--- config.mk ---
export PLATFORM = sky130hd
export DESIGN_NAME = monitor_command_and_security
export DESIGN_NICKNAME = d
export VERILOG_FILES = /design/src/monitor_pkg.sv /design/src/mon_byte_if.sv /design/src/byte_skid_buffer.sv /design/src/monitor_command_and_security.sv
export VERILOG_INCLUDE_DIRS = /design/src
export SDC_FILE = /design/constraint.sdc
export NUM_CORES = 1
export LEC_CHECK = 0
export BUFFER_PORTS_ARGS = -buffer_cell sky130_fd_sc_hd__buf_2
export CAP_MARGIN = 10
export CORE_ASPECT_RATIO = 1.75
export CORE_MARGIN = 5
export CORE_UTILIZATION = 47
export DETAILED_ROUTE_END_ITERATION = 7
export PLACE_DENSITY = 0.68
export SLEW_MARGIN = 20
export SYNTH_ARGS = -nofsm -noshare
export SYNTH_HDL_FRONTEND = slang
export SYNTH_SLANG_ARGS = --single-unit
--- constraint.sdc ---
create_clock -name clock -period 4.05 [get_ports clock]
set_input_delay 1.215 -clock clock [delete_from_list [all_inputs] [get_ports clock]]
set_output_delay 1.215 -clock clock [all_outputs]
set_load 0.01 [all_outputs]
--- src/monitor_defs.svh ---
/*
  timing counts and fixed values of the monitor command interpreter.
  assumes inclusion by bare name from the interpreter module.
*/
`ifndef MONITOR_DEFS_SVH
`define MONITOR_DEFS_SVH
`define OPC_READ 8'h4A
`define OPC_WRITE 8'h49
`define OPC_INDEXED_READ 8'h1A
`define OPC_INDEXED_WRITE 8'h19
`define OPC_STACK_POINTER_READ 8'h0C
`define OPC_RUN 8'h28
`define SEC_BASE 16'hFFF6
`define SEC_COUNT 4'h8
`define NV_BASE 16'h8000
`define SP_RESET 16'h00FF
`define ENTRY_HOLD_CYCLES 5'h18
`define PC_HI_OFS 16'h0005
`define PC_LO_OFS 16'h0006
`endif

--- src/monitor_pkg.sv ---
/*
  types of the monitor command interpreter.
  assumes monitor_defs.svh in the include path.
*/
package monitor_pkg;
  typedef logic [7:0] byte_t;
  typedef logic [15:0] addr_t;
endpackage

--- src/mon_byte_if.sv ---
/*
  valid/ready byte channel between the interpreter and its buffer.
  assumes a single clock domain.
*/
`timescale 1ns/1ps
interface mon_byte_if;
  logic valid;
  logic ready;
  logic [7:0] data;
  modport source (output valid, output data, input ready);
  modport sink (input valid, input data, output ready);
endinterface // mon_byte_if

--- src/byte_skid_buffer.sv ---
/*
  two-entry buffer in the transmit byte path.
  assumes the upstream holds data stable while valid and not ready.
*/
`timescale 1ns/1ps
module byte_skid_buffer #(
  parameter int WIDTH = 8,
  parameter int DEPTH = 2
) (
  input wire logic clock,
  input wire logic arst_n,
  mon_byte_if.sink up,
  output logic outValid,
  input wire logic outReady,
  output logic [WIDTH-1:0] outData
);
  logic [WIDTH-1:0] mem_r [DEPTH];
  logic [$clog2(DEPTH)-1:0] wrPtr_r, rdPtr_r;
  logic [$clog2(DEPTH):0] count_r;
  logic push, pop;
  assign up.ready = (count_r != DEPTH[$clog2(DEPTH):0]);
  assign outValid = (count_r != '0);
  assign push = up.valid && up.ready;
  assign pop = outValid && outReady;
  assign outData = mem_r[rdPtr_r];
  always_ff @(posedge clock) begin
    if (push) begin
      mem_r[wrPtr_r] <= up.data;
    end
  end
  always_ff @(posedge clock or negedge arst_n) begin
    if (!arst_n) begin
      wrPtr_r <= '0;
      rdPtr_r <= '0;
      count_r <= '0;
    end else begin
      if (push) begin
        wrPtr_r <= wrPtr_r + 1'b1;
      end
      if (pop) begin
        rdPtr_r <= rdPtr_r + 1'b1;
      end
      count_r <= count_r + {{$clog2(DEPTH){1'b0}}, push} - {{$clog2(DEPTH){1'b0}}, pop};
    end
  end
endmodule // byte_skid_buffer

--- src/monitor_command_and_security.sv ---
/*
  monitor-mode command interpreter with its security gate.
  assumes bytes arrive framed on rxValid/rxData and leave on txValid/txData;
  a memory port with single-cycle read data, stack pointer and H value from the cpu.
*/
// Contract
// (RQ1) indexed read returns two bytes after the last address, no operand.
// (RQ2) repeated indexed commands step sequentially through all of memory.
// (RQ3) stack pointer read returns SP+1, high byte first.
// (RQ4) run restores H from stack then returns from interrupt.
// (RQ5) entry performs interrupt stacking then pushes H.
// (RQ6) stacked program counter high at SP+5, low at SP+6.
// (RQ7) host may rewrite stacked registers before run.
// (RQ8) eight received bytes compared against eight stored security bytes.
// (RQ9) host holds select pin low through reset and 24 clocks after.
// (RQ10) device waits for eight security bytes, echoing each.
// (RQ11) on full match every nonvolatile read and fetch is allowed.
// (RQ12) unlock lasts until reset; every reset relocks.
// (RQ13) on mismatch stay in monitor, nonvolatile reads return undefined.
// (RQ14) locked nonvolatile fetch raises illegal-address reset.
// (RQ15) break character sent only after all eight security bytes.
// (RQ16) erased memory means host sends eight all-ones bytes.
// (RQ17) read opcode with high, low address returns the addressed byte.
// (RQ18) write opcode with address and data stores it, returns nothing.
// (RQ19) indexed read starts just after the last accessed address pointer.
// (RQ20) indexed write stores one byte after last address, then advances.
// (RQ21) every command and operand byte is echoed before any result.
`timescale 1ns/1ps
module monitor_command_and_security
  import monitor_pkg::*;
#(
  parameter int BUF_DEPTH = 2
) (
  input wire logic clock,
  input wire logic arst_n,
  input wire logic monitor_select_pin,
  input wire logic rxValid,
  input wire logic [7:0] rxData,
  output logic txValid,
  input wire logic txReady,
  output logic [7:0] txData,
  output logic txBreak,
  output logic memReq,
  output logic memWrite,
  output logic [15:0] memAddr,
  output logic [7:0] memWData,
  input wire logic [7:0] memRData,
  input wire logic [15:0] stackPointer,
  input wire logic [7:0] indexHigh,
  input wire logic fetchValid,
  input wire logic [15:0] fetchAddr,
  output logic monitorActive,
  output logic secured,
  output logic stackEntry,
  output logic runRequest,
  output logic illegalAddrReset
);
`include "monitor_defs.svh"
  typedef enum {S_ENTRY, S_STACK, S_SEC, S_BRK, S_CMD, S_AHI, S_ALO, S_DATA, S_RESP1, S_RESP2, S_IDLE} state_t;
  state_t state_r;
  logic [4:0] holdCnt_r;
  logic [3:0] secCnt_r;
  logic match_r, unlocked_r;
  byte_t opcode_r, resp2_r;
  addr_t addr_r, ptr_r;
  mon_byte_if txIf();
  logic echoPend_r;
  byte_t echoData_r;
  logic respPend_r;
  byte_t respData_r;

  function automatic logic isNv(input addr_t a);
    isNv = (a >= `NV_BASE);
  endfunction
  function automatic byte_t guardRead(input addr_t a, input byte_t d, input logic ok);
    guardRead = (isNv(a) && !ok) ? 8'h00 : d;
  endfunction

  // =====================================
  // transmit path
  assign txIf.valid = echoPend_r || respPend_r;
  assign txIf.data = echoPend_r ? echoData_r : respData_r; // [RQ21]
  byte_skid_buffer #(.WIDTH(8), .DEPTH(BUF_DEPTH)) txBuf (
    .clock(clock),
    .arst_n(arst_n),
    .up(txIf.sink),
    .outValid(txValid),
    .outReady(txReady),
    .outData(txData)
  );
  logic txFree;
  assign txFree = !echoPend_r && !respPend_r;
  logic rxTake;
  assign rxTake = rxValid && txFree && state_r inside {S_SEC, S_CMD, S_AHI, S_ALO, S_DATA};

  always_ff @(posedge clock or negedge arst_n) begin
    if (!arst_n) begin
      echoPend_r <= 1'b0;
      echoData_r <= 8'h00;
    end else if (rxTake) begin
      echoPend_r <= 1'b1; // [RQ10] [RQ21]
      echoData_r <= rxData;
    end else if (txIf.ready) begin
      echoPend_r <= 1'b0;
    end
  end

  // =====================================
  // security
  always_ff @(posedge clock or negedge arst_n) begin
    if (!arst_n) begin
      secCnt_r <= 4'h0;
      match_r <= 1'b1;
      unlocked_r <= 1'b0; // [RQ12]
    end else if (state_r == S_SEC && rxTake) begin
      secCnt_r <= secCnt_r + 4'h1;
      if (rxData != memRData) begin
        match_r <= 1'b0; // [RQ8] [RQ13]
      end
      if (secCnt_r == `SEC_COUNT - 4'h1) begin
        unlocked_r <= match_r && (rxData == memRData); // [RQ11]
      end
    end
  end
  assign secured = !unlocked_r;
  assign illegalAddrReset = fetchValid && isNv(fetchAddr) && !unlocked_r && monitorActive; // [RQ14]

  // =====================================
  // entry hold count
  always_ff @(posedge clock or negedge arst_n) begin
    if (!arst_n) begin
      holdCnt_r <= 5'h00;
    end else if (state_r == S_ENTRY && !monitor_select_pin && holdCnt_r != `ENTRY_HOLD_CYCLES) begin
      holdCnt_r <= holdCnt_r + 5'h01;
    end
  end

  // =====================================
  // command sequencer
  always_ff @(posedge clock or negedge arst_n) begin
    if (!arst_n) begin
      state_r <= S_ENTRY;
      opcode_r <= 8'h00;
      addr_r <= 16'h0000;
      ptr_r <= 16'h0000;
      resp2_r <= 8'h00;
      respPend_r <= 1'b0;
      respData_r <= 8'h00;
    end else begin
      if (respPend_r && !echoPend_r && txIf.ready) begin
        respPend_r <= 1'b0;
      end
      case (state_r)
        S_ENTRY: begin
          if (monitor_select_pin) begin
            state_r <= S_IDLE;
          end else if (holdCnt_r == `ENTRY_HOLD_CYCLES) begin
            state_r <= S_STACK;
          end
        end
        S_STACK: state_r <= S_SEC; // [RQ5]
        S_SEC: begin
          if (rxTake && secCnt_r == `SEC_COUNT - 4'h1) begin
            state_r <= S_BRK;
          end
        end
        S_BRK: begin
          if (txFree) begin
            state_r <= S_CMD; // [RQ15]
          end
        end
        S_CMD: begin
          if (rxTake) begin
            opcode_r <= rxData;
            case (rxData)
              `OPC_READ, `OPC_WRITE: state_r <= S_AHI;
              `OPC_INDEXED_WRITE: state_r <= S_DATA;
              `OPC_INDEXED_READ: begin
                addr_r <= ptr_r + 16'h0001; // [RQ1] [RQ19]
                state_r <= S_RESP1;
              end
              `OPC_STACK_POINTER_READ: begin
                resp2_r <= stackPointer[7:0] + 8'h01;
                addr_r <= stackPointer + 16'h0001;
                state_r <= S_RESP1; // [RQ3]
              end
              `OPC_RUN: state_r <= S_IDLE; // [RQ4]
              default: state_r <= S_CMD;
            endcase
          end
        end
        S_AHI: begin
          if (rxTake) begin
            addr_r[15:8] <= rxData;
            state_r <= S_ALO;
          end
        end
        S_ALO: begin
          if (rxTake) begin
            addr_r[7:0] <= rxData;
            state_r <= (opcode_r == `OPC_WRITE) ? S_DATA : S_RESP1;
          end
        end
        S_DATA: begin
          if (rxTake) begin
            if (opcode_r == `OPC_INDEXED_WRITE) begin
              ptr_r <= ptr_r + 16'h0001; // [RQ20] [RQ2]
            end else begin
              ptr_r <= addr_r; // [RQ18]
            end
            state_r <= S_CMD;
          end
        end
        S_RESP1: begin
          if (!respPend_r || (!echoPend_r && txIf.ready)) begin
            respPend_r <= 1'b1;
            if (opcode_r == `OPC_STACK_POINTER_READ) begin
              respData_r <= addr_r[15:8];
              state_r <= S_RESP2;
            end else begin
              respData_r <= guardRead(addr_r, memRData, unlocked_r); // [RQ17] [RQ13]
              ptr_r <= addr_r;
              addr_r <= addr_r + 16'h0001; // [RQ2]
              state_r <= (opcode_r == `OPC_INDEXED_READ) ? S_RESP2 : S_CMD;
            end
          end
        end
        S_RESP2: begin
          if (!echoPend_r && txIf.ready) begin
            respPend_r <= 1'b1;
            if (opcode_r == `OPC_STACK_POINTER_READ) begin
              respData_r <= resp2_r;
            end else begin
              respData_r <= guardRead(addr_r, memRData, unlocked_r); // [RQ1]
              ptr_r <= addr_r;
            end
            state_r <= S_CMD;
          end
        end
        S_IDLE: state_r <= S_IDLE;
        default: state_r <= S_ENTRY;
      endcase
    end
  end

  // =====================================
  // memory port
  always_comb begin
    memReq = 1'b0;
    memWrite = 1'b0;
    memAddr = addr_r;
    memWData = rxData;
    if (state_r == S_SEC) begin
      memReq = 1'b1;
      memAddr = `SEC_BASE + {12'h000, secCnt_r}; // [RQ8]
    end else if (state_r == S_RESP1 || state_r == S_RESP2) begin
      memReq = (opcode_r != `OPC_STACK_POINTER_READ);
    end else if (state_r == S_DATA && rxTake) begin
      memReq = 1'b1;
      memWrite = 1'b1;
      memAddr = (opcode_r == `OPC_INDEXED_WRITE) ? ptr_r + 16'h0001 : addr_r; // [RQ20] [RQ18]
    end
  end
  assign txBreak = (state_r == S_BRK) && txFree; // [RQ15]
  assign monitorActive = (state_r != S_ENTRY) && (state_r != S_IDLE || opcode_r == `OPC_RUN);
  assign stackEntry = (state_r == S_STACK); // [RQ5] [RQ6]
  assign runRequest = (state_r == S_CMD) && rxTake && (rxData == `OPC_RUN); // [RQ4]
endmodule // monitor_command_and_security

* Word-level counts from Yosys, hierarchy flattened *
Memory sizes are Yosys's and may differ from the RTL's.
Cells that the tools add are included.

operators by class
  add/subtract/negate cells = 11
  $lt $le $gt $ge = 2
  eq/ne operators = 47
  multiplexer cells = 51
  reduce and logical (&&, ||, !) cells = 51

operators with widths
  kind                                                    number
  one-hot mux 32 bit (11 select lines)                    1
  two-way mux 32 bit                                      10
  equality test 32 x 3 -> 1 bit, second input constant    6
  two-way mux 16 bit                                      11
  equality test 32 x 4 -> 1 bit, second input constant    5
  equality test 32 x 2 -> 1 bit, second input constant    3
  equality test 32 x 5 -> 1 bit, second input constant    2
  zero test 32 bit                                        2
  two-way mux 8 bit                                       7
  adder 16 x 1 -> 16 bit, second input constant           3
  one-hot mux 16 bit (3 select lines)                     1
  one-hot mux 8 bit (3 select lines)                      2
  equality test 32 x 1 -> 1 bit, second input constant    1
  equality test 8 x 5 -> 1 bit, second input constant     4
  >= comparator 16 bit, second input constant             2
  inequality test 32 x 5 -> 1 bit, second input constant  1
  one-hot mux 16 bit (2 select lines)                     1
  nonzero test 32 bit                                     1
  equality test 8 x 7 -> 1 bit, second input constant     3
  logical AND 1 bit                                       22
  inequality test 2 bit, second input constant            9
  equality test 8 x 4 -> 1 bit, second input constant     2
  equality test 8 x 6 -> 1 bit, second input constant     2
  one-hot mux 4 bit (4 select lines)                      1
  31 further kinds                                        60

storage, ports and cells
  register bits = 113
  memory bits (writable) = 16
  bits of input ports = 62
  output and inout port bits = 41
  word-level logic and storage cells = 180
  memories kept = 1

memories
  name         words  bits a word  rd ports  clocked after memory_dff  write ports  RTL line                RTL
  txBuf.mem_r  2      8            1         0                         1            byte_skid_buffer.sv:17  logic [WIDTH-1:0] mem_r [DEPTH];

* Longest topological paths before layout *
  depth in word-level cells = 8
  depth in mapped cells = 10
  depth with buffers taken out = 7

* By module *
From an unflattened synthesis, not the netlist that was laid out.

unflattened totals
  cell total of the unflattened synthesis = 757
  area, all modules = 6740.2 um^2

by module, submodules not included
  module                        instances  cells an instance  area an instance (um^2)
  monitor_command_and_security  1          710                5930.7
  byte_skid_buffer              1          47                 809.5

* Least setup slack after synthesis *
Ideal clock, no wire load.

  kind = input port to output port
  from = in rxValid
  to = out memAddr[4]
  data arrival time = 2750 ps
  required time = 2835 ps
  slack = 85 ps
  stages = 6
  cells stage by stage = nor3b_1 -> nand2_1 -> nor3_4 -> nor2_2 -> buf_2 -> a221o_1

between the ends
  word-level cells in the longest chain between the ends = 6

ends and longest elaborated chain
  what                            RTL line                             RTL
  start: declaration              monitor_command_and_security.sv:37   input wire logic rxValid,
  logical AND 1 bit (2 in a row)  monitor_command_and_security.sv:94   assign rxTake = rxValid && txFree && state_r inside {S_SEC, S_CMD, S_AHI, S_ALO, S_DATA};
  logical AND 1 bit               monitor_command_and_security.sv:258  end else if (state_r == S_DATA && rxTake) begin
  two-way mux 16 bit              monitor_command_and_security.sv:258
  two-way mux 16 bit              monitor_command_and_security.sv:256  end else if (state_r == S_RESP1 || state_r == S_RESP2) begin
  two-way mux 16 bit              monitor_command_and_security.sv:253  if (state_r == S_SEC) begin
  end: declaration                monitor_command_and_security.sv:45   output logic [15:0] memAddr,

No other way between the ends.

* Worst setup path after layout *
  from = in rxValid
  to = out memAddr[15]

Same word-level chain as after synthesis.

==> Flow_metrics.wiki <==
{| class="wikitable"
! Metric !! Value
|-
| Sw frac || 0.435
|-
| Flop and latch count out of synthesis || 101
|-
| Crit path capture || memAddr[15]
|-
| Cell at the root of the clock tree || clkbuf_16
|-
| Post-route fraction of the period consumed by the critical path || 0.971
|-
| Number of enable-type register cells in the synthesized netlist || 16
|-
| Mean instance size in the synthesized netlist || 9.08 um^2
|-
| Core Region || between 0.01 and 0.015 mm^2
|-
| Number of instances in the synthesized netlist || 730
|-
| Hold Startpoint || holdCnt_r[4]
|-
| Timing-limited maximum frequency || 254 MHz
|-
| Total wire length || between 20000 and 25000 um
|-
| H-tree depth || 3
|-
| Shortest period the worst path allows || 3.93 ns
|-
| Worst EP arrival || 2.72 ns
|-
| DRC errors left || 0
|-
| Clock transition at the register clock pins on the worst setup and hold paths after CTS || 0.08 ns
|-
| CTS Buffer Depth || 2
|-
| Dpl cell area || 0.00720 mm^2
|-
| Area used by multi-input combinational logic || approximately 0.0037 mm^2
|-
| Top cells by area, synth || dfrtp_1 32%, edfxtp_1 7.3%, mux2_2 6.1%, xnor2_1 4.9%, nor2_1 4.6%
|-
| Count of nets left with antenna violations after detail routing || 0
|-
| Final non-filler cell area || 0.00753 mm^2
|-
| Share of synthesized flip-flops with an asynchronous set or reset || 0.842
|-
| Portion of synthesized cell area occupied by the leading cell type || 0.317
|-
| Height of the die || 167 um
|-
| Worst vdd ir || 0.274 mV
|-
| Starting density of the core || 0.479
|-
| Worst reg2reg path depth || 8
|-
| Buffers inserted by post-CTS timing repair || 0
|-
| Standby leakage power || 3.12 nW
|-
| CP bufs+invs || 2
|-
| Detailed-route via count || about 6000
|-
| Number of rows in the core area || 57
|-
| GRT Residual Overflow || 0
|-
| Class of the tightest hold or removal check || flop to flop
|-
| Library cell with the largest summed area after synthesis || dfrtp_1
|-
| Hold Vio Cnt, Final || 0
|-
| Worst EP required || 2.83 ns
|-
| Area grow syn2layout || 13.6%
|-
| Proportion of layout cells with a drive suffix above 1 || 0.221
|-
| Setup repair after global routing missed its margin || no
|-
| Routability congestion estimate from global placement || 0.965
|-
| Nets || 869
|-
| Routed length per placed instance || about 21 um
|-
| Final Setup Violations || 0
|-
| Run status || complete, no violations
|-
| Number of antenna violations at the first check in global routing || 0
|-
| CTS Buf Count || 9
|-
| Dominant cell type by count on the critical path || buf_2
|-
| Final number of max-transition violations || 0
|-
| Post-synthesis cell area || 0.00663 mm^2
|-
| R2R Setup Slk || between 1 and 1.5 ns
|-
| Pre-antenna DRT Iters || 5
|-
| Clock Sinks || slightly above 100
|-
| Maximum number of pins on one net before global-route repair || 69
|-
| Setup skew after layout || roughly 0.010 ns
|-
| Slowest cell delay on critical path || between 0.3 and 0.4 ns
|-
| Diode count || 0
|-
| Most used standard cell by instance count after synthesis || dfrtp_1
|-
| Register area share after synthesis || 0.394
|-
| Routed vias/inst || 6.16
|-
| Worst setup path startpoint || rxValid
|-
| Slew at the pin with the worst max-slew slack || 1.03 ns
|-
| Count of maximum capacitance violations || 0
|-
| Die Footprint || between 0.015 and 0.02 mm^2
|-
| Critical Path Fanout Max || 9
|-
| Type of destination of the critical path || output port
|-
| Internal power summed over all cells || 3.05 mW
|-
| Commonest cells post-synth || 84 x dfrtp_1, 81 x nor2_1, 70 x nand2_1
|-
| Cell depth of the worst setup path || 6
|-
| Start-to-end type of the worst setup path || input pin to output port
|-
| Global router's overall resource usage || 0.242
|-
| Final setup TNS || 0 ns
|-
| Initial DRC count || 412
|-
| First-pass GRT wire length || 31900 um
|-
| Clock latency of the later-clocked register in the worst-skew pair || 0.36 ns
|-
| Number of global-route vias before repair || roughly 6000
|-
| TritonCTS clock tree || done
|-
| Sequential cell area in the final layout || 0.00261 mm^2
|-
| CP Launch Type || input pin
|-
| Critical register-to-register path startpoint || state_r[1]
|-
| Areal power density over the cells || 718 mW/mm^2
|-
| Worst rel slew slack || 0.306
|-
| Combinational share of power || 0.464
|-
| Final HPWL from detailed placement || 15200 um
|-
| Cell breakdown of the critical path || buf_2, or3b_1, nor3_2, nand2_1, o21ai_0, buf_2
|-
| Fill cell instance count of the final layout || 1288
|-
| Sequential fraction of design power || 0.368
|-
| Hold buffers post-CTS || 0
|-
| Width of the chip || 99.8 um
|-
| Clock Power Share || 0.168
|-
| Count of boundary I/O pins || 103
|-
| Synth cell types || 69
|-
| Max stage delay cell, worst path || or3b_1
|-
| Count of warnings emitted by yosys || 0
|-
| Post-synthesis net count || about 800
|-
| Prevailing post-synth register cell || dfrtp_1
|-
| CP delay by family, top || simple AND/OR/NAND/NOR gates
|-
| Endpoint of the worst register-to-register path || ptr_r[7]
|-
| Power spent charging and discharging nets || 2.35 mW
|-
| Buffers added on ports || 79
|}
==> layout make-up <==
cell class / count / share of cell area
clock inverter: 7 / 0.0121
inverter: 18 / 0.00897
timing repair buffer: 104 / 0.0778
multi-input combinational: 561 / 0.495
clock buffer: 9 / 0.0299
tap: 177 / 0.0294
sequential: 101 / 0.346
==> power by group through the flow <==
stage          Combinational [mW]  Sequential [mW]  Clock, mW
4_1_cts                      2.50             1.97      0.915
3_3_place_gp                 2.40             1.96          0
2_1_floorplan                1.88             1.77          0
6_report                     2.51             1.99      0.907
3_5_place_dp                 2.47             1.99          0
5_1_grt                      2.75             2.05      0.956
==> layer usage <==
layer / track usage / vias up / wire length [um]
li1: - / 2781 / -
met1: 0.276 / 2914 / 7310
met2: 0.438 / 258 / 10700
met5: 0 / - / 0
met4: 0.117 / 0 / 960
met3: 0.0301 / 64 / 1120
==> sequential cells by signal, indices dropped and copies added (netlist names) <==
signal and count:
addr_r 16, echoData_r 8, echoPend_r 1, holdCnt_r 5, match_r 1, opcode_r 8
ptr_r 16, resp2_r 8, respData_r 8, respPend_r 1, secCnt_r 4, state_r 4
txBuf.count_r 2, txBuf.mem_r 16, txBuf.rdPtr_r 1, txBuf.wrPtr_r 1, unlocked_r 1
==> per-stage QoR <==
| stage | std cells | utilization | hold WS [ns] | worst slack (ns) | total power, mW |
|---|---|---|---|---|---|
| after floorplan | 730 | - | 0.439 | 0.0846 | 3.65 |
| after global placement | 961 | 0.520 | 0.455 | 0.127 | 4.36 |
| after detailed placement | 961 | 0.520 | 0.463 | 0.116 | 4.46 |
| after CTS | 977 | 0.543 | 0.476 | 0.101 | 5.39 |
| after global routing | 977 | 0.544 | 0.507 | 0.0315 | 5.76 |
| final | 977 | 0.544 | 0.469 | 0.118 | 5.40 |
==> cell families (layout without fill, tap and decap cells) <==
| group | count (synthesis) | in the layout | share of synthesized area |
|---|---|---|---|
| fa+ha+maj | 12 | 12 | 0.0227 |
| flops | 101 | 101 | 0.394 |
| xor+xnor | 55 | 55 | 0.0727 |
| mux | 50 | 50 | 0.0823 |
| simple gates | 283 | 283 | 0.218 |
| buf+inv | 68 | 138 | 0.0476 |
| compound gates | 161 | 161 | 0.163 |
==> layout by cell type, fill, tap and decap left out, types with 3 or more instances in the layout <==
cell type / synthesis / final
nor2_1: 81 / 81
edfxtp_1: 16 / 16
and4b_1: 3 / 3
nor3_1: 15 / 14
o211ai_1: 6 / 6
xor2_1: 18 / 18
o311ai_0: 3 / 3
a21oi_1: 39 / 39
clkinv_8: 0 / 3
xnor2_1: 37 / 37
nor3b_1: 6 / 5
buf_4: 8 / 26
and4_1: 3 / 3
nor4bb_1: 4 / 3
nand4_1: 10 / 10
o221ai_1: 7 / 7
a221o_1: 12 / 12
inv_1: 18 / 18
nand3_1: 27 / 27
nor4b_1: 5 / 4
buf_2: 11 / 78
clkbuf_16: 0 / 9
dfrtp_1: 84 / 84
nor4_1: 15 / 15
nand2b_1: 4 / 4
or2_2: 4 / 4
a22oi_1: 7 / 7
ha_1: 12 / 12
o21ai_0: 41 / 41
nor2b_1: 5 / 5
nand2_1: 70 / 70
mux2i_1: 14 / 14
and3_1: 7 / 7
and2_1: 5 / 5
a22o_1: 7 / 7
nand4b_1: 3 / 3
mux2_2: 36 / 36
a2bb2oi_1: 3 / 3
a31oi_1: 14 / 14
==> timing repair <==
item	in CTS	in global routing
setup endpoints to repair	0	5
gates resized for setup	0	2
endpoints found under the hold margin	0	0
==> worst min path at each step <==
stage	to	depth (start not counted)
after floorplan	holdCnt_r[4]	1
after global placement	holdCnt_r[4]	1
after detailed placement	holdCnt_r[4]	1
after CTS	holdCnt_r[4]	1
after global routing	resp2_r[2]	2
final	holdCnt_r[4]	1
No activity file was read; power rests on OpenSTA's default activity.
